[src/fcnsr_pkg.sv]
// Constants, register map and carrier types for the calibration, fuse and self-test register group.
// Assumes a 100 MHz core clock shared by the serial register port and the calibration engine.
`default_nettype none
package fcnsr_pkg;
   localparam int CLK_PERIOD_NS = 10;
   localparam int NV_PROG_TIME_NS = 10000;
   localparam int NV_PROG_CYCLES = (NV_PROG_TIME_NS + CLK_PERIOD_NS - 1) / CLK_PERIOD_NS;
   localparam logic [4:0] ADDR_CAL_STROBE = 5'h04;
   localparam logic [4:0] ADDR_CAL_STATUS = 5'h08;
   localparam logic [4:0] ADDR_CAL_COUNT = 5'h09;
   localparam logic [4:0] ADDR_NV_IMAGE = 5'h0a;
   localparam logic [4:0] ADDR_NV_ENABLE = 5'h0b;
   localparam logic [4:0] ADDR_NV_ADDRESS = 5'h0c;
   localparam logic [4:0] ADDR_NV_STROBE = 5'h0d;
   localparam logic [4:0] ADDR_ST_ENABLE = 5'h0e;
   localparam logic [4:0] ADDR_ST_RESULT = 5'h0f;
   localparam int STAT_CAL_BUSY_BIT = 4;
   localparam int STAT_NV_BUSY_BIT = 5;
   localparam int ST_BUSY_BIT = 16;
   localparam int IMG_FINE_LSB = 0;
   localparam int IMG_COARSE_LO_LSB = 4;
   localparam int IMG_GAIN_BIT = 7;
   localparam int IMG_BYPASS_BIT = 8;
   localparam int IMG_OPAMP_LSB = 9;
   localparam int IMG_DRVR_LSB = 11;
   localparam int IMG_VALID_BIT = 13;
   localparam int IMG_COARSE_HI_BIT = 14;
   localparam logic [3:0] FINE_CODE_MAX = 4'hb;
   localparam int ADJ_UNIT_SHIFT = 10;
   localparam int CAL_CODE_SHIFT = 12;
   localparam logic [15:0] CRC_POLY = 16'h1021;
   localparam logic [15:0] CRC_SEED = 16'hffff;
   localparam logic [15:0] FUSE_RESET_IMAGE = 16'h0000;

   typedef struct packed {
      logic wr;
      logic rd;
      logic [4:0] addr;
      logic [23:0] wdata;
   } fcnsr_req_t;

   typedef struct packed {
      logic done;
      logic [23:0] count;
   } fcnsr_meas_t;

   typedef struct packed {
      logic valid;
      logic [3:0] fine;
      logic [3:0] coarse;
      logic gain;
      logic bypass;
      logic [1:0] opamp;
      logic [1:0] drvr;
   } fcnsr_nv_t;

   typedef enum {
      FCNSR_IDLE,
      FCNSR_CAL,
      FCNSR_SELFTEST
   } fcnsr_state_t;

   typedef enum {
      FCNSR_FUSE_IDLE,
      FCNSR_FUSE_BURN
   } fcnsr_fuse_state_t;
endpackage
`default_nettype wire

[src/fcnsr_fuse_mem.sv]
// Sixteen-bit one-time-programmable fuse array with a timed burn of one bit at a time.
// Assumes the caller only pulses prog_go while the array is idle and programming is enabled.
`timescale 1ns/10ps
`default_nettype none
module fcnsr_fuse_mem (
   input wire logic clock,
   input wire logic rst_b,
   input wire logic prog_go,
   input wire logic [3:0] prog_idx,
   output logic [15:0] image_reg,
   output logic busy_reg
);
   fcnsr_pkg::fcnsr_fuse_state_t state_reg, state_next;
   logic [15:0] image_next;
   logic [15:0] count_reg, count_next;
   logic [3:0] idx_reg, idx_next;
   logic busy_next;

   always_comb begin
      state_next = state_reg;
      image_next = image_reg;
      count_next = count_reg;
      idx_next = idx_reg;
      unique case (state_reg)
         fcnsr_pkg::FCNSR_FUSE_IDLE: begin
            if (prog_go) begin
               state_next = fcnsr_pkg::FCNSR_FUSE_BURN;
               idx_next = prog_idx;
               count_next = 16'(fcnsr_pkg::NV_PROG_CYCLES - 1);
            end
         end
         fcnsr_pkg::FCNSR_FUSE_BURN: begin
            if (count_reg == 16'h0000) begin
               image_next[idx_reg] = 1'b1;
               state_next = fcnsr_pkg::FCNSR_FUSE_IDLE;
            end else begin
               count_next = count_reg - 16'h0001;
            end
         end
      endcase
      busy_next = (state_next == fcnsr_pkg::FCNSR_FUSE_BURN);
   end

   always_ff @(posedge clock or negedge rst_b) begin
      if (!rst_b) begin
         state_reg <= fcnsr_pkg::FCNSR_FUSE_IDLE;
         image_reg <= fcnsr_pkg::FUSE_RESET_IMAGE;
         count_reg <= 16'h0000;
         idx_reg <= 4'h0;
         busy_reg <= 1'b0;
      end else begin
         state_reg <= state_next;
         image_reg <= image_next;
         count_reg <= count_next;
         idx_reg <= idx_next;
         busy_reg <= busy_next;
      end
   end
endmodule
`default_nettype wire

[src/fcnsr_regs.sv]
// Calibration status, fuse programming and RC self-test registers behind the serial register port.
// Assumes the serial port shell and the RC measurement engine run on the same clock as this block.
`timescale 1ns/10ps
`default_nettype none
module fcnsr_regs (
   input wire logic clock,
   input wire logic rst_b,
   input wire fcnsr_pkg::fcnsr_req_t req,
   input wire fcnsr_pkg::fcnsr_meas_t meas,
   input wire logic [8:0] meas_adj,
   output logic [23:0] rdata_reg,
   output logic cal_start_reg,
   output logic [3:0] fine_code_reg,
   output logic cfg_bit0_force_reg,
   output fcnsr_pkg::fcnsr_nv_t nv_reg
);
   fcnsr_pkg::fcnsr_state_t state_reg, state_next;
   logic [23:0] rdata_next;
   logic cal_start_next;
   logic [3:0] fine_code_next;
   logic cfg_bit0_force_next;
   fcnsr_pkg::fcnsr_nv_t nv_next;
   logic [23:0] count_reg, count_next;
   logic nv_enable_bit_reg, nv_enable_bit_next;
   logic [3:0] nv_addr_reg, nv_addr_next;
   logic self_test_mode_on_reg, self_test_mode_on_next;
   logic [15:0] self_test_signature_reg, self_test_signature_next;
   logic [15:0] image;
   logic nv_program_active;
   logic prog_go;
   logic cal_busy;
   logic self_test_running;
   logic signed [25:0] adjusted;
   logic [13:0] code_idx;

   fcnsr_fuse_mem u_fuse (
      .clock(clock),
      .rst_b(rst_b),
      .prog_go(prog_go),
      .prog_idx(nv_addr_reg),
      .image_reg(image),
      .busy_reg(nv_program_active)
   );

   function automatic logic [15:0] crc_step(input logic [15:0] crc, input logic [23:0] data);
      logic [15:0] c;
      c = crc;
      for (int i = 23; i >= 0; i--) begin
         c = (c[15] ^ data[i]) ? ((c << 1) ^ fcnsr_pkg::CRC_POLY) : (c << 1);
      end
      return c;
   endfunction

   assign cal_busy = (state_reg == fcnsr_pkg::FCNSR_CAL);
   assign self_test_running = (state_reg == fcnsr_pkg::FCNSR_SELFTEST);
   // Fuse strobe is honoured only with programming enabled and no burn under way.
   assign prog_go = req.wr && (req.addr == fcnsr_pkg::ADDR_NV_STROBE) && nv_enable_bit_reg
                    && !nv_program_active;
   // Correction is in 1.024 ns units, scaled to picoseconds before decoding.
   assign adjusted = $signed({2'b00, meas.count})
                     + ($signed({{17{meas_adj[8]}}, meas_adj}) <<< fcnsr_pkg::ADJ_UNIT_SHIFT);
   assign code_idx = adjusted[25:fcnsr_pkg::CAL_CODE_SHIFT];

   always_comb begin
      state_next = state_reg;
      cal_start_next = 1'b0;
      count_next = count_reg;
      fine_code_next = fine_code_reg;
      self_test_signature_next = self_test_signature_reg;
      unique case (state_reg)
         fcnsr_pkg::FCNSR_IDLE: begin
            if (req.wr && req.addr == fcnsr_pkg::ADDR_CAL_STROBE) begin
               cal_start_next = 1'b1;
               if (self_test_mode_on_reg) begin
                  state_next = fcnsr_pkg::FCNSR_SELFTEST;
                  self_test_signature_next = fcnsr_pkg::CRC_SEED;
               end else begin
                  state_next = fcnsr_pkg::FCNSR_CAL;
               end
            end
         end
         fcnsr_pkg::FCNSR_CAL: begin
            if (meas.done) begin
               state_next = fcnsr_pkg::FCNSR_IDLE;
               count_next = meas.count;
               if (adjusted < 0) begin
                  fine_code_next = 4'h0;
               end else if (code_idx > 14'(fcnsr_pkg::FINE_CODE_MAX)) begin
                  fine_code_next = fcnsr_pkg::FINE_CODE_MAX;
               end else begin
                  fine_code_next = code_idx[3:0];
               end
            end
         end
         fcnsr_pkg::FCNSR_SELFTEST: begin
            if (meas.done) begin
               state_next = fcnsr_pkg::FCNSR_IDLE;
               self_test_signature_next = crc_step(self_test_signature_reg, meas.count);
            end
         end
      endcase
   end

   always_comb begin
      nv_enable_bit_next = nv_enable_bit_reg;
      nv_addr_next = nv_addr_reg;
      self_test_mode_on_next = self_test_mode_on_reg;
      rdata_next = rdata_reg;
      if (req.wr) begin
         unique case (req.addr)
            fcnsr_pkg::ADDR_NV_ENABLE: nv_enable_bit_next = req.wdata[0];
            fcnsr_pkg::ADDR_NV_ADDRESS: nv_addr_next = req.wdata[3:0];
            fcnsr_pkg::ADDR_ST_ENABLE: self_test_mode_on_next = req.wdata[0];
            default: nv_addr_next = nv_addr_reg;
         endcase
      end
      if (req.rd) begin
         unique case (req.addr)
            fcnsr_pkg::ADDR_CAL_STATUS: begin
               rdata_next = 24'h000000;
               rdata_next[3:0] = fine_code_reg;
               rdata_next[fcnsr_pkg::STAT_CAL_BUSY_BIT] = cal_busy;
               rdata_next[fcnsr_pkg::STAT_NV_BUSY_BIT] = nv_program_active;
            end
            fcnsr_pkg::ADDR_CAL_COUNT: rdata_next = count_reg;
            fcnsr_pkg::ADDR_NV_IMAGE: rdata_next = {8'h00, image};
            fcnsr_pkg::ADDR_NV_ENABLE: rdata_next = {23'h000000, nv_enable_bit_reg};
            fcnsr_pkg::ADDR_NV_ADDRESS: rdata_next = {20'h00000, nv_addr_reg};
            fcnsr_pkg::ADDR_ST_ENABLE: rdata_next = {23'h000000, self_test_mode_on_reg};
            fcnsr_pkg::ADDR_ST_RESULT: begin
               rdata_next = {8'h00, self_test_signature_reg};
               rdata_next[fcnsr_pkg::ST_BUSY_BIT] = self_test_running;
            end
            default: rdata_next = 24'h000000;
         endcase
      end
   end

   always_comb begin
      nv_next.fine = image[fcnsr_pkg::IMG_FINE_LSB +: 4];
      nv_next.coarse = {image[fcnsr_pkg::IMG_COARSE_HI_BIT], image[fcnsr_pkg::IMG_COARSE_LO_LSB +: 3]};
      nv_next.gain = image[fcnsr_pkg::IMG_GAIN_BIT];
      nv_next.bypass = image[fcnsr_pkg::IMG_BYPASS_BIT];
      nv_next.opamp = image[fcnsr_pkg::IMG_OPAMP_LSB +: 2];
      nv_next.drvr = image[fcnsr_pkg::IMG_DRVR_LSB +: 2];
      nv_next.valid = image[fcnsr_pkg::IMG_VALID_BIT];
      cfg_bit0_force_next = !image[fcnsr_pkg::IMG_VALID_BIT];
   end

   always_ff @(posedge clock or negedge rst_b) begin
      if (!rst_b) begin
         state_reg <= fcnsr_pkg::FCNSR_IDLE;
         rdata_reg <= 24'h000000;
         cal_start_reg <= 1'b0;
         fine_code_reg <= 4'h0;
         cfg_bit0_force_reg <= 1'b1;
         nv_reg <= '0;
         count_reg <= 24'h000000;
         nv_enable_bit_reg <= 1'b0;
         nv_addr_reg <= 4'h0;
         self_test_mode_on_reg <= 1'b0;
         self_test_signature_reg <= 16'h0000;
      end else begin
         state_reg <= state_next;
         rdata_reg <= rdata_next;
         cal_start_reg <= cal_start_next;
         fine_code_reg <= fine_code_next;
         cfg_bit0_force_reg <= cfg_bit0_force_next;
         nv_reg <= nv_next;
         count_reg <= count_next;
         nv_enable_bit_reg <= nv_enable_bit_next;
         nv_addr_reg <= nv_addr_next;
         self_test_mode_on_reg <= self_test_mode_on_next;
         self_test_signature_reg <= self_test_signature_next;
      end
   end

   AST_FINE_RANGE: assert property (@(posedge clock) disable iff (!rst_b)
      fine_code_reg <= fcnsr_pkg::FINE_CODE_MAX) else $error("Fine code out of range.");
   AST_FINE_ONLY_AFTER_CAL: assert property (@(posedge clock) disable iff (!rst_b)
      !($past(cal_busy) && $past(meas.done)) |-> $stable(fine_code_reg)) else $error("Fine code moved without a run.");
   AST_CAL_START: assert property (@(posedge clock) disable iff (!rst_b)
      (req.wr && req.addr == fcnsr_pkg::ADDR_CAL_STROBE && state_reg == fcnsr_pkg::FCNSR_IDLE
       && !self_test_mode_on_reg) |=> (cal_busy && cal_start_reg)) else $error("Strobe did not start calibration.");
   AST_CAL_BUSY_END: assert property (@(posedge clock) disable iff (!rst_b)
      (cal_busy && meas.done) |=> !cal_busy) else $error("Calibration busy not cleared.");
   AST_CAL_BUSY_HOLD: assert property (@(posedge clock) disable iff (!rst_b)
      (cal_busy && !meas.done) |=> cal_busy) else $error("Calibration busy dropped early.");
   AST_COUNT_CAPTURE: assert property (@(posedge clock) disable iff (!rst_b)
      (cal_busy && meas.done) |=> count_reg == $past(meas.count)) else $error("Raw count not captured.");
   AST_NV_GATED: assert property (@(posedge clock) disable iff (!rst_b)
      (req.wr && req.addr == fcnsr_pkg::ADDR_NV_STROBE && !nv_enable_bit_reg && !nv_program_active)
      |=> !nv_program_active) else $error("Fuse write without enable.");
   AST_NV_BUSY: assert property (@(posedge clock) disable iff (!rst_b)
      prog_go |=> nv_program_active [*8]) else $error("Fuse busy not held.");
   AST_ST_START: assert property (@(posedge clock) disable iff (!rst_b)
      (req.wr && req.addr == fcnsr_pkg::ADDR_CAL_STROBE && state_reg == fcnsr_pkg::FCNSR_IDLE
       && self_test_mode_on_reg) |=> (self_test_running && !cal_busy)) else $error("Self-test not started.");
   AST_ST_DONE: assert property (@(posedge clock) disable iff (!rst_b)
      (self_test_running && meas.done) |=> (!self_test_running
       && self_test_signature_reg == crc_step($past(self_test_signature_reg), $past(meas.count))))
      else $error("Self-test result wrong.");
   AST_OVERRIDE: assert property (@(posedge clock) disable iff (!rst_b)
      !image[fcnsr_pkg::IMG_VALID_BIT] |=> cfg_bit0_force_reg) else $error("Override missing.");
endmodule
`default_nettype wire

[config.mk]
export PLATFORM = sky130hd
export DESIGN_NAME = fcnsr_regs
export DESIGN_NICKNAME = d
export VERILOG_FILES = /design/src/fcnsr_pkg.sv /design/src/fcnsr_fuse_mem.sv /design/src/fcnsr_regs.sv
export SDC_FILE = /design/constraint.sdc
export NUM_CORES = 1
export LEC_CHECK = 0
export ABC_AREA = 0
export ABC_CLOCK_PERIOD_IN_PS = 5730
export BUFFER_PORTS_ARGS = -buffer_cell sky130_fd_sc_hd__buf_2
export CAP_MARGIN = 20
export CORE_MARGIN = 4
export CORE_UTILIZATION = 60
export CTS_CLUSTER_SIZE = 40
export DETAILED_ROUTE_END_ITERATION = 8
export PLACE_DENSITY_LB_ADDON = 0.3
export SLEW_MARGIN = 20
export SYNTH_ARGS = -nofsm -noshare
export SYNTH_HDL_FRONTEND = slang
export SYNTH_SLANG_ARGS = --single-unit
[constraint.sdc]
create_clock -name clock -period 5.73 [get_ports clock]
set_input_delay 0.2865 -clock clock [delete_from_list [all_inputs] [get_ports clock]]
set_output_delay 0.2865 -clock clock [all_outputs]
set_load 0.03 [all_outputs]
**After elaboration in Yosys (flattened, before gate mapping)**

Index checks and enable logic that the tools add are counted.

- Register bits: 192
- Input bits: 67
- Output and inout port bits: 45
- Logic and storage cells: 164

- $add $sub $neg: 2
- $lt $le $gt $ge: 4
- Eq/ne operators: 21
- Muxes and demuxes: 45
- Bitwise operators: 49
- Reduce and logical (&&, ||, !) cells: 21

Operators with widths:

| operator | number |
|---|---|
| two-way mux 13 bit | 24 |
| case mux 24 bit (7 select lines) | 1 |
| two-way mux 32 bit | 4 |
| case mux 32 bit (2 select lines) | 2 |
| equality test 32 x 2 -> 1 bit, second input constant | 3 |
| two-way mux 16 bit | 5 |
| inverter 3 bit | 24 |
| equality test 32 x 1 -> 1 bit, second input constant | 2 |
| logical NOT 32 bit | 2 |
| case mux 16 bit (2 select lines) | 2 |
| equality test 5 x 4 -> 1 bit, second input constant | 8 |
| equality test 32 x 3 -> 1 bit, second input constant | 1 |
| adder 25 x 19 -> 26 bit | 1 |
| < comparator 26 x 1 -> 1 bit, second input constant | 1 |
| XOR 1 bit | 24 |
| logical NOT 16 bit | 1 |
| bitwise OR 16 bit | 1 |
| AND reduction 2 bit | 8 |
| subtractor 16 x 1 -> 16 bit, second input constant | 1 |
| > comparator 14 x 4 -> 1 bit, second input constant | 1 |
| inequality test 2 bit, second input constant | 5 |
| two-way mux 4 bit | 2 |
| equality test 5 x 3 -> 1 bit, second input constant | 1 |
| logical AND 1 bit | 5 |
| 10 further kinds | 13 |

**Logic depth before layout (Yosys ltp)**

Gate-level depths: netlist (run 1).

- Depth after elaboration: 50
- Gate-level depth with buffers: 9
- Mapped depth without buffers: 9

**By module**

A second synthesis (run 1) with hierarchy kept.

- Cells, all modules: 701
- Area total of the unflattened synthesis: 8079.0 µm²

Modules (own cells, without submodules):

| module | instances | cells an instance | area each (µm²) | sequential area each (µm²) |
|---|---|---|---|---|
| fcnsr_regs | 1 | 473 | 5256.3 | 2328.5 |
| fcnsr_fuse_mem | 1 | 228 | 2822.7 | 1726.7 |

**Least setup slack after synthesis (run 1)**

No wires, ideal clock.

- Kind: register -> register
- From: reg self_test_signature_reg[13]
- To: reg self_test_signature_reg[13]
- Setup time: 0.141 ns
- Data arrival time: 2.375 ns
- Data required time: 5.589 ns
- Setup slack: 3.214 ns
- Stages on the path, launching flop included: 8
- Period minus slack after synthesis: 2.516 ns
- Cell sequence: dfrtp_1 > xor2_2 > xnor3_2 > xnor2_4 > xor2_2 > xnor3_2 > xnor2_1 > a31oi_1

- Cells in the longest elaborated chain, start to end: 22
- Elaborated cells between the ends (all ways): 35
- Those cells by class: 23 x mux; 12 x bitwise

RTL lines:

| item | line | source |
|---|---|---|
| start, declared | fcnsr_regs.sv:27 | `logic [15:0] self_test_signature_reg, self_test_signature_next;` |
| start signal, assigned | fcnsr_regs.sv:174 | `self_test_signature_reg <= self_test_signature_next;` |
| XOR 1 bit (*) | fcnsr_regs.sv:49 | `c = (c[15] ^ data[i]) ? ((c << 1) ^ fcnsr_pkg::CRC_POLY) : (c << 1);` |
| two-way mux 13 bit (*) | fcnsr_regs.sv:49 |  |
| XOR 1 bit / two-way mux 13 bit (equally long branches) | fcnsr_regs.sv:49 |  |
| two-way mux 13 bit (*) | fcnsr_regs.sv:49 |  |
| XOR 1 bit / two-way mux 13 bit (equally long branches) | fcnsr_regs.sv:49 |  |
| two-way mux 13 bit (*) | fcnsr_regs.sv:49 |  |
| two-way mux 13 bit / inverter 3 bit (equally long branches) | n/a |  |
| two-way mux 13 bit | fcnsr_regs.sv:49 |  |
| (+6 left out) | n/a |  |
| two-way mux 13 bit (*) | fcnsr_regs.sv:49 |  |
| two-way mux 13 bit | fcnsr_regs.sv:49 |  |
| two-way mux 13 bit (tied with other cells) | fcnsr_regs.sv:49 |  |
| two-way mux 13 bit | fcnsr_regs.sv:49 |  |
| inverter 3 bit (no source line) / XOR 1 bit (equally long branches) | n/a |  |
| two-way mux 13 bit (*) | fcnsr_regs.sv:49 |  |
| two-way mux 16 bit (*) | fcnsr_regs.sv:96 | `if (meas.done) begin` |
| case mux 16 bit (2 select lines) (*) | fcnsr_regs.sv:70 | `unique case (state_reg)` |

Mark *: on every way between the ends. The rest lies on a longest branch, timed or not. The select of a mux whose other input is x is not followed.
A chain may end at the register's enable or synchronous reset.

**Worst setup path after layout (run 1)**

- From: reg u_fuse.count_reg[7]
- To: reg u_fuse.image_reg[12]

- Cells in the longest elaborated chain, start to end: 2

RTL lines:

| item | line | source |
|---|---|---|
| start, declared | fcnsr_fuse_mem.sv:15 | `logic [15:0] count_reg, count_next;` |
| start signal, assigned | fcnsr_fuse_mem.sv:54 | `count_reg <= count_next;` |
| logical NOT 16 bit | fcnsr_fuse_mem.sv:33 | `if (count_reg == 16'h0000) begin` |
| AND reduction 2 bit (no source line) | n/a |  |
| end signal, assigned | fcnsr_fuse_mem.sv:47 | `image_reg <= fcnsr_pkg::FUSE_RESET_IMAGE;` |
| end signal, assigned | fcnsr_fuse_mem.sv:53 | `image_reg <= image_next;` |
| end, declared | fcnsr_fuse_mem.sv:10 | `output logic [15:0] image_reg,` |

No other way between the ends.

==> impl_metrics.tcl, run 1 <==
set metrics [dict create \
    num_antenna_cells 0 \
    clkTransAtPathRegs_ns 0.06 \
    max_slew_margin 0.2876 \
    setup_tns_ns 0 \
    synth.avg_cell_area_um2 11.19 \
    die_w_um 122.2 \
    hold_violations 0 \
    cts_sinks 162 \
    h-tree-depth 4 \
    cts_resized 0 \
    critical_path_class "reg -> reg" \
    dr_total_vias 5781 \
    peakVddDrop_mv 0.4229 \
    worstSetupEndpointType "register" \
    powerDensity_nw_per_um2 557.4 \
    cts_tree "yes" \
    rsz0062_at_grt "no" \
    overflow 0 \
    firstDrtPassIters 8 \
    drive_gt1_frac 0.2286 \
    grt_pass1_wl_um 29500 \
    grt_start_max_net_pins 98 \
    detail_route.iter0.violations 576 \
    synth_xor_area_frac 0.1216 \
    synthArstFlopShare 1.000 \
    hold_depth 2 \
    syn2layout_area_growth_pct 15.40 \
    synth_mux_area_frac 0.05624 \
    synthFlopType "dfrtp_1" \
    max_cap_violations 0 \
    p_switching_mw 1.853 \
    timing.final.max_slew_violations 0 \
    yosys.area_share.adder 0.02876 \
    clk_latency_ns 0.42 \
    die_area_um2 14940 \
    synth_edf_count 0 \
    post-route-drc-count 0 \
    place_hpwl_um 13170 \
    final_cell_area_um2 9037 \
    finalCritPeriodShare 0.5221 \
    required_ns 6.09 \
    start_kind "register" \
    vias_per_cell 5.917 \
    hold_class "in -> reg" \
    dieHeight_um 122.2 \
    crit_slowest_cell "or4_1" \
    ys_types 62 \
    numCtsBuffers 17 \
    clockPowerShare 0.218 \
    yosys-top-cells-area "dfrtp_1 (51%), xnor2_1 (5.0%), mux2_2 (4.6%)" \
    gp_congestion 0.9468 \
    synth.largest_area_cell "dfrtp_1" \
    synth_cells 700 \
    skew_ns 0.009242 \
    largest_register_ffs 32 \
    sequentialPowerShare 0.305 \
    combPwrFrac 0.477 \
    syn_area_um2 7831 \
    antenna_left 0 \
    cp.arrival_ns 3.35 \
    max_stage_delay_ns 0.64 \
    swShare 0.3679 \
    reg2reg_depth 6 \
    tightest_slew_ns 1.065 \
    place_inst 944 \
    row_count 41 \
    status "finished clean" \
    path_buf_inv 0 \
    first_global_vias 5709 \
    cellInternalPower_mw 3.184 \
    rr_endpoint "u_fuse.image_reg[12]" \
    synth_top_family_by_area "simple AND/OR/NAND/NOR gates" \
    hold-path-endpoint "nv_addr_reg[2]" \
    ff2ff_setup_slack_ns 2.74 \
    clock.fmax_ghz 0.3343 \
    place_area_um2 8459 \
    crit_chain "or4_1, nor4b_1, and4_1, and2_1, nor3b_1, a31o_2" \
    yosys.area_share.simple 0.1293 \
    port_buffers 91 \
    antenna_found_initial 0 \
    clockBufferDepth 2 \
    nNetsFinal 877 \
    fin_cells 977 \
    io_pins 112 \
    synth-seq-cells 162 \
    r2r-start "u_fuse.count_reg[7]" \
    wl_per_cell_um 18.78 \
    setup_viol 0 \
    core_um2 12720 \
    ys_seq_area_frac 0.5178 \
    path_delay_family "simple AND/OR/NAND/NOR gates" \
    grt.total_usage 0.2564 \
    fin_crit_ns 2.992 \
    synth_compound_area_frac 0.1157 \
    netlist.area_leader.share 0.5145 \
    start_util 0.6156 \
    synthesis.nets 785 \
    routed_wirelength_um 18350 \
    ctsRootBufferMaster "clkbuf_16" \
    p_leak_nw 4.234 \
    yosysWarningCount 0 \
    hold_start "req[2]" \
    postCtsSetupBuffers 0 \
    critPathMaxFanout 6 \
]
==> cell type report <==
cell class                      count  area, µm²
Sequential cell                   162       4055
Fill cell                         908       3685
Multi-Input combinational cell    474       3536
Timing Repair Buffer               98      516.7
Clock buffer                       20      446.7
Tap cell                          172      215.2
Inverter                           39      146.4
Clock inverter                     12      121.4
==> per-layer routing <==
metal / part of all wire / wire [µm] / GRT usage / vias up
li1: - / - / - / 2657
met5: 0 / 0 / 0 / -
met4: 0.021 / 383 / 0.08048 / 0
met1: 0.44 / 8000 / 0.3651 / 2870
met2: 0.48 / 8848 / 0.4085 / 217
met3: 0.061 / 1112 / 0.04240 / 37
==> worst max path at each step <==
| stage | cells past startpoint | start | slack [ns] | endpoint |
|---|---|---|---|---|
| 2_1_floorplan | 7 | self_test_signature_reg[13] | 3.21 | self_test_signature_reg[13] |
| 3_3_place_gp | 7 | req[28] | 2.93 | u_fuse.count_reg[15] |
| 3_5_place_dp | 7 | req[28] | 2.75 | u_fuse.count_reg[15] |
| 4_1_cts | 6 | u_fuse.count_reg[7] | 2.77 | u_fuse.image_reg[12] |
| 5_1_grt | 6 | u_fuse.count_reg[7] | 2.56 | u_fuse.image_reg[0] |
| 6_report | 6 | u_fuse.count_reg[7] | 2.74 | u_fuse.image_reg[12] |
==> cells in the final DEF (no fill, tap or decap), types with 3 or more instances in the layout <==
cell,instances
clkinvlp_4,3
xnor3_1,3
buf_4,6
or4_1,3
or2_2,3
nor3_1,7
a31oi_1,12
o22ai_1,14
nand3_1,15
nand2_1,50
o21ai_0,29
mux2_2,32
dfrtp_1,161
nor2_1,39
inv_1,39
inv_6,5
and2_1,37
a31o_2,4
clkbuf_16,17
o21bai_1,12
or3_1,5
o22a_1,5
ha_1,18
a222oi_1,9
a21oi_1,18
xor2_1,23
o21ai_1,3
buf_2,90
xnor2_2,8
nand3b_1,3
nand4_1,4
nor4_1,16
a22oi_1,4
a211oi_1,3
xnor2_1,45
mux2i_1,8
==> per-stage QoR <==
| stage | total power, mW | setup WS (ns) | util | hold WS, ns |
|---|---|---|---|---|
| finish | 5.037 | 2.738 | 0.7104 | 0.1126 |
| global route | 5.328 | 2.562 | 0.7104 | 0.1157 |
| CTS | 5.035 | 2.775 | 0.7104 | 0.1084 |
| detailed placement | 3.915 | 2.754 | 0.6649 | 0.3931 |
| global placement | 3.851 | 2.927 | 0.6649 | 0.3892 |
| floorplan | 3.471 | 3.214 | - | -0.009091 |
==> power groups by stage <==
stage	combinational [mW]	sequential [mW]	clock, mW
2_1_floorplan	1.96	1.51	0
3_3_place_gp	2.32	1.53	0
3_5_place_dp	2.37	1.55	0
4_1_cts	2.40	1.53	1.11
5_1_grt	2.61	1.56	1.16
6_report	2.40	1.54	1.10
==> logic make-up after synthesis <==
group                      count (synthesis)
AOI/OAI and AO/OA                        133
xor gates and xnor gates                  86
adders and majority gates                 18
buffers and inverters                     64
DFF                                      162
muxes                                     40
and+or+nand+nor                          197
==> what timing repair did <==
action	4_1_cts	5_1_grt
endpoints found under the setup margin	0	0
hold buffers	1	0
endpoints found under the hold margin	18	0
==> cell usage after synthesis (4+ instances only) <==
master    number
a31oi_1       12
a222oi_1       9
xor2_1        23
a31o_2         4
mux2i_1        8
nand3_1       15
mux2_2        32
xnor2_1       45
a22oi_1        4
nor3_1         7
o21ai_0       30
o22ai_1       14
nor4_1        16
xnor2_2        8
and2_1        37
or3_1          5
o22a_1         5
nand2_1       50
ha_1          18
o21bai_1      12
clkbuf_1      23
nor2_1        39
dfrtp_1      161
a21oi_1       18
nand4_1        4
inv_1         39
No activity file was read; power rests on OpenSTA's default activity.
==> inputs of run 2 (changes only) <==
--- a/config.mk
+++ b/config.mk
@@ -6,11 +6,11 @@
 export NUM_CORES = 1
 export LEC_CHECK = 0
 export ABC_AREA = 0
-export ABC_CLOCK_PERIOD_IN_PS = 5730
+export ABC_CLOCK_PERIOD_IN_PS = 2600
 export BUFFER_PORTS_ARGS = -buffer_cell sky130_fd_sc_hd__buf_2
 export CAP_MARGIN = 20
 export CORE_MARGIN = 4
-export CORE_UTILIZATION = 60
+export CORE_UTILIZATION = 52
 export CTS_CLUSTER_SIZE = 40
 export DETAILED_ROUTE_END_ITERATION = 8
 export PLACE_DENSITY_LB_ADDON = 0.3
==> constraint.sdc (replaced) <==
create_clock -name clock -period 2.6 [get_ports clock]
set_input_delay 0.13 -clock clock [delete_from_list [all_inputs] [get_ports clock]]
set_output_delay 0.13 -clock clock [all_outputs]
set_load 0.03 [all_outputs]
==> run 2 against run 1 <==
Hold slack lost 0.092 ns. Via count increased by 1.8%. Global-route usage is 2.6 points lower. Worst setup slack got worse by 2.7 ns. Flip-flop and latch count did not move. Sequential power rose by 120%. Total power increased by 130%. Sequential share of layout area decreased by 2.5 points. Register-to-register slack worse by 2.6 ns. Design area increased by 5.9%. Critical path type is now in -> reg. Largest power group unchanged. Highest routed layer unchanged.
==> impl_metrics.tcl, run 2 (synthesis gave the netlist of run 1 again) <==
set metrics [dict create \
    io_pins 112 \
    h-tree-depth 4 \
    path_buf_inv 2 \
    post-route-drc-count 0 \
    rr_endpoint "self_test_signature_reg[13]" \
    required_ns 2.95 \
    overflow 0 \
    dieHeight_um 130.7 \
    status "finished clean" \
    p_leak_nw 4.518 \
    crit_slowest_cell "or4b_2" \
    timing.final.max_slew_violations 0 \
    clockBufferDepth 2 \
    hold-path-endpoint "count_reg[4]" \
    syn2layout_area_growth_pct 22.22 \
    cp.arrival_ns 2.89 \
    hold_start "meas[4]" \
    antenna_found_initial 0 \
    hold_violations 0 \
    critical_path_class "in -> reg" \
    r2r-start "self_test_signature_reg[5]" \
    fin_crit_ns 2.537 \
    hold_depth 2 \
    ff2ff_setup_slack_ns 0.11 \
    powerDensity_nw_per_um2 1229 \
    reg2reg_depth 7 \
    routed_wirelength_um 18600 \
    tightest_slew_ns 0.8320 \
    start_util 0.5348 \
    max_slew_margin 0.4454 \
    row_count 44 \
    path_delay_family "simple AND/OR/NAND/NOR gates" \
    skew_ns 0.01164 \
    crit_chain "dlygate4sd3_1, buf_2, ha_1, or4b_2, a311o_1, a21oi_1, mux2i_2, or3_1, o21ai_0" \
    largest_register_ffs 32 \
    detail_route.iter0.violations 426 \
    core_um2 14640 \
    firstDrtPassIters 5 \
    worstSetupEndpointType "register" \
    n_fill_cell 1104 \
    numCtsBuffers 17 \
    finalCritPeriodShare 0.9758 \
    grt_start_max_net_pins 94 \
    peakVddDrop_mv 0.7962 \
    port_buffers 91 \
    critPathMaxFanout 5 \
    first_global_vias 5866 \
    ctsRootBufferMaster "clkbuf_16" \
    place_hpwl_um 13950 \
    nNetsFinal 926 \
    gp_congestion 0.9366 \
    setup_viol 0 \
    cts_tree "yes" \
    dp_slack_ns -0.05851 \
    wl_per_cell_um 17.92 \
    start_kind "input pin" \
    clkTransAtPathRegs_ns 0.06 \
    startpoint "meas[22]" \
    max_cap_violations 0 \
    die_w_um 130.7 \
    cts_sinks 162 \
    max_stage_delay_ns 0.67 \
    rsz0062_at_grt "yes" \
    antenna_left 0 \
    p_total_mw 11.77 \
    drive_gt1_frac 0.2693 \
    clk_latency_ns 0.43 \
    grt.total_usage 0.2305 \
    mostFrequentLayoutCells "dfrtp_1 (161), buf_2 (90), nand2_1 (50)" \
    layout_setup_ws_ns 0.06302 \
    grt_pass1_wl_um 30070 \
    clock.fmax_ghz 0.3942 \
    dr_total_vias 5884 \
    die_area_um2 17090 \
    layout_commonest_cell "dfrtp_1" \
    hold_class "in -> reg" \
    num_antenna_cells 0 \
    vias_per_cell 5.669 \
]
-- run 2: worst max path at each step --
stage,endpoint,cells after the start
after detailed placement,self_test_signature_reg[5],7
after global placement,fine_code_reg[2],9
after floorplan,self_test_signature_reg[13],7
final,fine_code_reg[2],9
after global routing,fine_code_reg[2],10
after CTS,fine_code_reg[2],10
-- run 2: timing repair --
| action | CTS | global route |
|---|---|---|
| gates resized for setup | 2 | 11 |
| endpoints found under the hold margin | 108 | 0 |
| pin swaps | 3 | 5 |
| buffers inserted | 1 | 0 |
| hold buffers | 18 | 0 |
| endpoints found under the setup margin | 2 | 13 |
-- run 2: report_power, final --
part | leakage [nW] | total [mW] | internal [mW] | switching, mW
clock network | 0.300 | 2.56 | 1.52 | 1.04
logic | 2.13 | 5.82 | 3.06 | 2.76
registers | 2.08 | 3.39 | 2.99 | 0.405
total | 4.52 | 11.8 | 7.57 | 4.20
-- run 2: cell type report --
class	instances	area (µm²)	area share
Clock buffer	17	425.4	0.04444
Clock inverter	15	181.4	0.01895
Inverter	39	146.4	0.01529
Multi-Input combinational cell	474	3593	0.3754
Sequential cell	162	4055	0.4237
Tap cell	184	230.2	0.02405
Timing Repair Buffer	147	939.7	0.09817
-- run 2: metal layers --
layer | GRT usage | wire (µm)
met1 | 0.3302 | 8405
met2 | 0.3533 | 8740
met3 | 0.05610 | 1144
met4 | 0.06534 | 311
met5 | 0 | 0
-- run 2: per-stage QoR --
stage / instance area, µm² / hold slack, ns / cells / util / TNS, ns
floorplan: 7831 / -0.1656 / 700 / - / 0
detailed placement: 8720 / 0.2686 / 987 / 0.5954 / -0.1202
global placement: 8720 / 0.2492 / 987 / 0.5954 / 0
finish: 9572 / 0.02029 / 1038 / 0.6536 / 0
CTS: 9523 / 0.001308 / 1038 / 0.6503 / 0
global route: 9572 / 0.004858 / 1038 / 0.6536 / -0.07342
-- run 2: worst reg2reg max path, delay by kind of cell, from the launching register on --
family | cells | cell delay, ns
compound gates | 1 | 0.09
xor+xnor | 6 | 1.83
flops | 1 | 0.44
==> inputs of run 3 (changes only) <==
--- a/config.mk
+++ b/config.mk
@@ -7,7 +7,7 @@
 export LEC_CHECK = 0
 export ABC_AREA = 0
 export ABC_CLOCK_PERIOD_IN_PS = 2600
-export BUFFER_PORTS_ARGS = -buffer_cell sky130_fd_sc_hd__buf_2
+export BUFFER_PORTS_ARGS = -buffer_cell sky130_fd_sc_hd__buf_4
 export CAP_MARGIN = 20
 export CORE_MARGIN = 4
 export CORE_UTILIZATION = 52
@@ -17,4 +17,5 @@
 export SLEW_MARGIN = 20
 export SYNTH_ARGS = -nofsm -noshare
 export SYNTH_HDL_FRONTEND = slang
+export SYNTH_HIERARCHICAL = 1
 export SYNTH_SLANG_ARGS = --single-unit
==> run 3 against run 2 <==
First-iteration DRC count is 54% higher. Worst setup slack worse by 0.0060 ns. Flip-flop and latch count unchanged. Combinational power is 27% lower. Sequential share of layout area shrank 1.6 points. Area after synthesis rose by 3.2%. Global-route usage is 0.27 points higher. Design area rose by 4.0%. Critical path type unchanged. Critical endpoint is now fine_code_reg[3]. Highest routed layer is now met5.
==> impl_metrics.tcl, run 3 <==
set metrics [dict create \
    start_kind "input pin" \
    vias_per_cell 5.912 \
    syn_area_um2 8079 \
    finalCritPeriodShare 0.9781 \
    r2r-start "self_test_signature_reg[11]" \
    reg2reg_depth 7 \
    ctsRootBufferMaster "clkbuf_16" \
    p_leak_nw 4.589 \
    hold_depth 2 \
    synthArstFlopShare 1.000 \
    dr_total_vias 6119 \
    place_area_um2 9081 \
    start_util 0.5314 \
    wl_per_cell_um 19.63 \
    setup_viol 0 \
    clockPowerShare 0.235 \
    core_um2 15200 \
    ys_types 79 \
    p_total_mw 9.729 \
    hold-path-endpoint "count_reg[21]" \
    cellInternalPower_mw 6.287 \
    p_switching_mw 3.442 \
    max_stage_delay_ns 0.55 \
    port_buffers 91 \
    final_cell_area_um2 9956 \
    critPathMaxFanout 7 \
    firstDrtPassIters 9 \
    timing.final.max_slew_violations 0 \
    overflow 0 \
    seqCellArea_um2 4055 \
    h-tree-depth 4 \
    clkTransAtPathRegs_ns 0.06 \
    skew_ns 0.007548 \
    cts_tree "yes" \
    grt.total_usage 0.2332 \
    fin_cells 1035 \
    layout_setup_ws_ns 0.05702 \
    netlist.area_leader.share 0.4987 \
    status "finished clean" \
    die_w_um 132.6 \
    tightest_slew_ns 0.7393 \
    drive_gt1_frac 0.2727 \
    n_fill_cell 1168 \
    hold_start "meas[21]" \
    syn2layout_area_growth_pct 23.23 \
    first_global_vias 6046 \
    synth.largest_area_cell "dfrtp_1" \
    synth.avg_cell_area_um2 11.52 \
    clock.fmax_ghz 0.3932 \
    combPwrFrac 0.438 \
    ys_seq_area_frac 0.5019 \
    swShare 0.3538 \
    die_area_um2 17590 \
    worstSetupEndpointType "register" \
    synth-seq-cells 162 \
    setup_tns_ns 0 \
    max_cap_violations 0 \
    sequentialPowerShare 0.327 \
    multi_input_area_um2 3819 \
    synthesis.nets 786 \
    crit_slowest_cell "dlygate4sd3_1" \
    place_inst 977 \
    antenna_left 0 \
    cp.arrival_ns 2.83 \
    clk_latency_ns 0.42 \
    yosys-top-cells-count "dfrtp_1 (161), xnor2_1 (51), nor2b_1 (40)" \
    dp_slack_ns 0.04909 \
    powerDensity_nw_per_um2 977.2 \
    grt_start_max_net_pins 60 \
    synth_edf_count 0 \
    synthFlopType "dfrtp_1" \
    place_hpwl_um 14830 \
    path_buf_inv 2 \
    layout_commonest_cell "dfrtp_1" \
    detail_route.iter0.violations 656 \
    critical_path_class "in -> reg" \
    post-route-drc-count 0 \
    hold_violations 0 \
    yosys-top-cells-area "dfrtp_1 (50%), xnor2_1 (5.5%), mux2_2 (4.6%)" \
    antenna_found_initial 1 \
    gp_congestion 0.9422 \
    synth_cells 701 \
    io_pins 112 \
    yosysWarningCount 6 \
    num_antenna_cells 0 \
    fin_crit_ns 2.543 \
    path_delay_family "compound AO/OA/AOI/OAI gates" \
    rr_endpoint "self_test_signature_reg[8]" \
    routed_wirelength_um 20320 \
    max_slew_margin 0.5026 \
    peakVddDrop_mv 0.7603 \
    required_ns 2.89 \
    ff2ff_setup_slack_ns 0.12 \
    cts_sinks 162 \
    whs_ns 0.02217 \
    mostFrequentLayoutCells "dfrtp_1 (161), buf_4 (112), xnor2_1 (50)" \
    hold_class "in -> reg" \
    crit_chain "dlygate4sd3_1, buf_4, ha_1, a31oi_4, a221oi_4, or4_1, a32oi_2, o31ai_1, a2111oi_0, o21ai_1" \
    numCtsBuffers 17 \
    clockBufferDepth 2 \
    grt_pass1_wl_um 32240 \
    synth_most_common_cell "dfrtp_1" \
    nNetsFinal 919 \
    largest_register_ffs 32 \
    dieHeight_um 132.6 \
    final_util 0.6549 \
    row_count 45 \
]
==> run 3: cell types whose count changed after synthesis, sizes merged, moves of 6 or more <==
cell / change
nand2: -25
o21ai: -8
o21bai: -12
xnor2: +7
and2: -31
o31ai: +6
nor2b: +38
xor2: -12
a31o: +8
and3: +6
==> run 3: layout make-up <==
cell class              count  area share
clock buffers              20     0.04487
well taps                 188     0.02363
flip-flops and latches    162      0.4073
multi-input cells         473      0.3836
repair buffers            141      0.1157
clock inverters            12     0.01018
inverters                  39     0.01470
==> run 3: what timing repair did <==
| item | 4_1_cts | 5_1_grt |
|---|---|---|
| endpoints found under the setup margin | 0 | 6 |
| buffers inserted | 0 | 0 |
| endpoints found under the hold margin | 78 | 1 |
| resized for setup | 0 | 11 |
| hold buffers | 25 | 1 |
==> run 3: how the worst max path moves through the flow <==
stage,from,to,slack [ns],cells past startpoint
after floorplan,self_test_signature_reg[12],self_test_signature_reg[12],0.33,7
after global placement,meas[16],fine_code_reg[3],0.15,9
after detailed placement,meas[16],fine_code_reg[3],0.05,9
after CTS,meas[13],fine_code_reg[3],0.007,10
after global routing,meas[11],fine_code_reg[3],-0.02,10
final,meas[11],fine_code_reg[3],0.06,10
==> run 3: kinds of logic (layout without fill, tap and decap cells) <==
group / Yosys count / after routing / synth area share
AO/OA/AOI/OAI: 146 / 146 / 0.1313
XOR/XNOR: 81 / 81 / 0.1179
adder cells (fa/ha/maj): 18 / 18 / 0.02788
buffers and inverters: 66 / 212 / 0.03454
flip-flops: 162 / 162 / 0.5019
multiplexers: 40 / 40 / 0.05622
AND/OR/NAND/NOR: 188 / 188 / 0.1303
==> run 3: power by group through the flow <==
stage / Clock [mW] / Sequential, mW / Combinational (mW)
floorplan: 0 / 3.16 / 3.17
global placement: 0 / 3.19 / 4.01
detailed placement: 0 / 3.22 / 4.10
CTS: 2.33 / 3.18 / 4.18
global route: 2.45 / 3.21 / 4.57
finish: 2.29 / 3.18 / 4.26
==> run 3: layer usage <==
layer  track usage  vias up  share of wire
li1              -     2796              -
met1        0.3244     3037           0.44
met2        0.3636      246           0.47
met3       0.05095       38          0.065
met4       0.08372        2          0.026
met5             0        -        0.00034
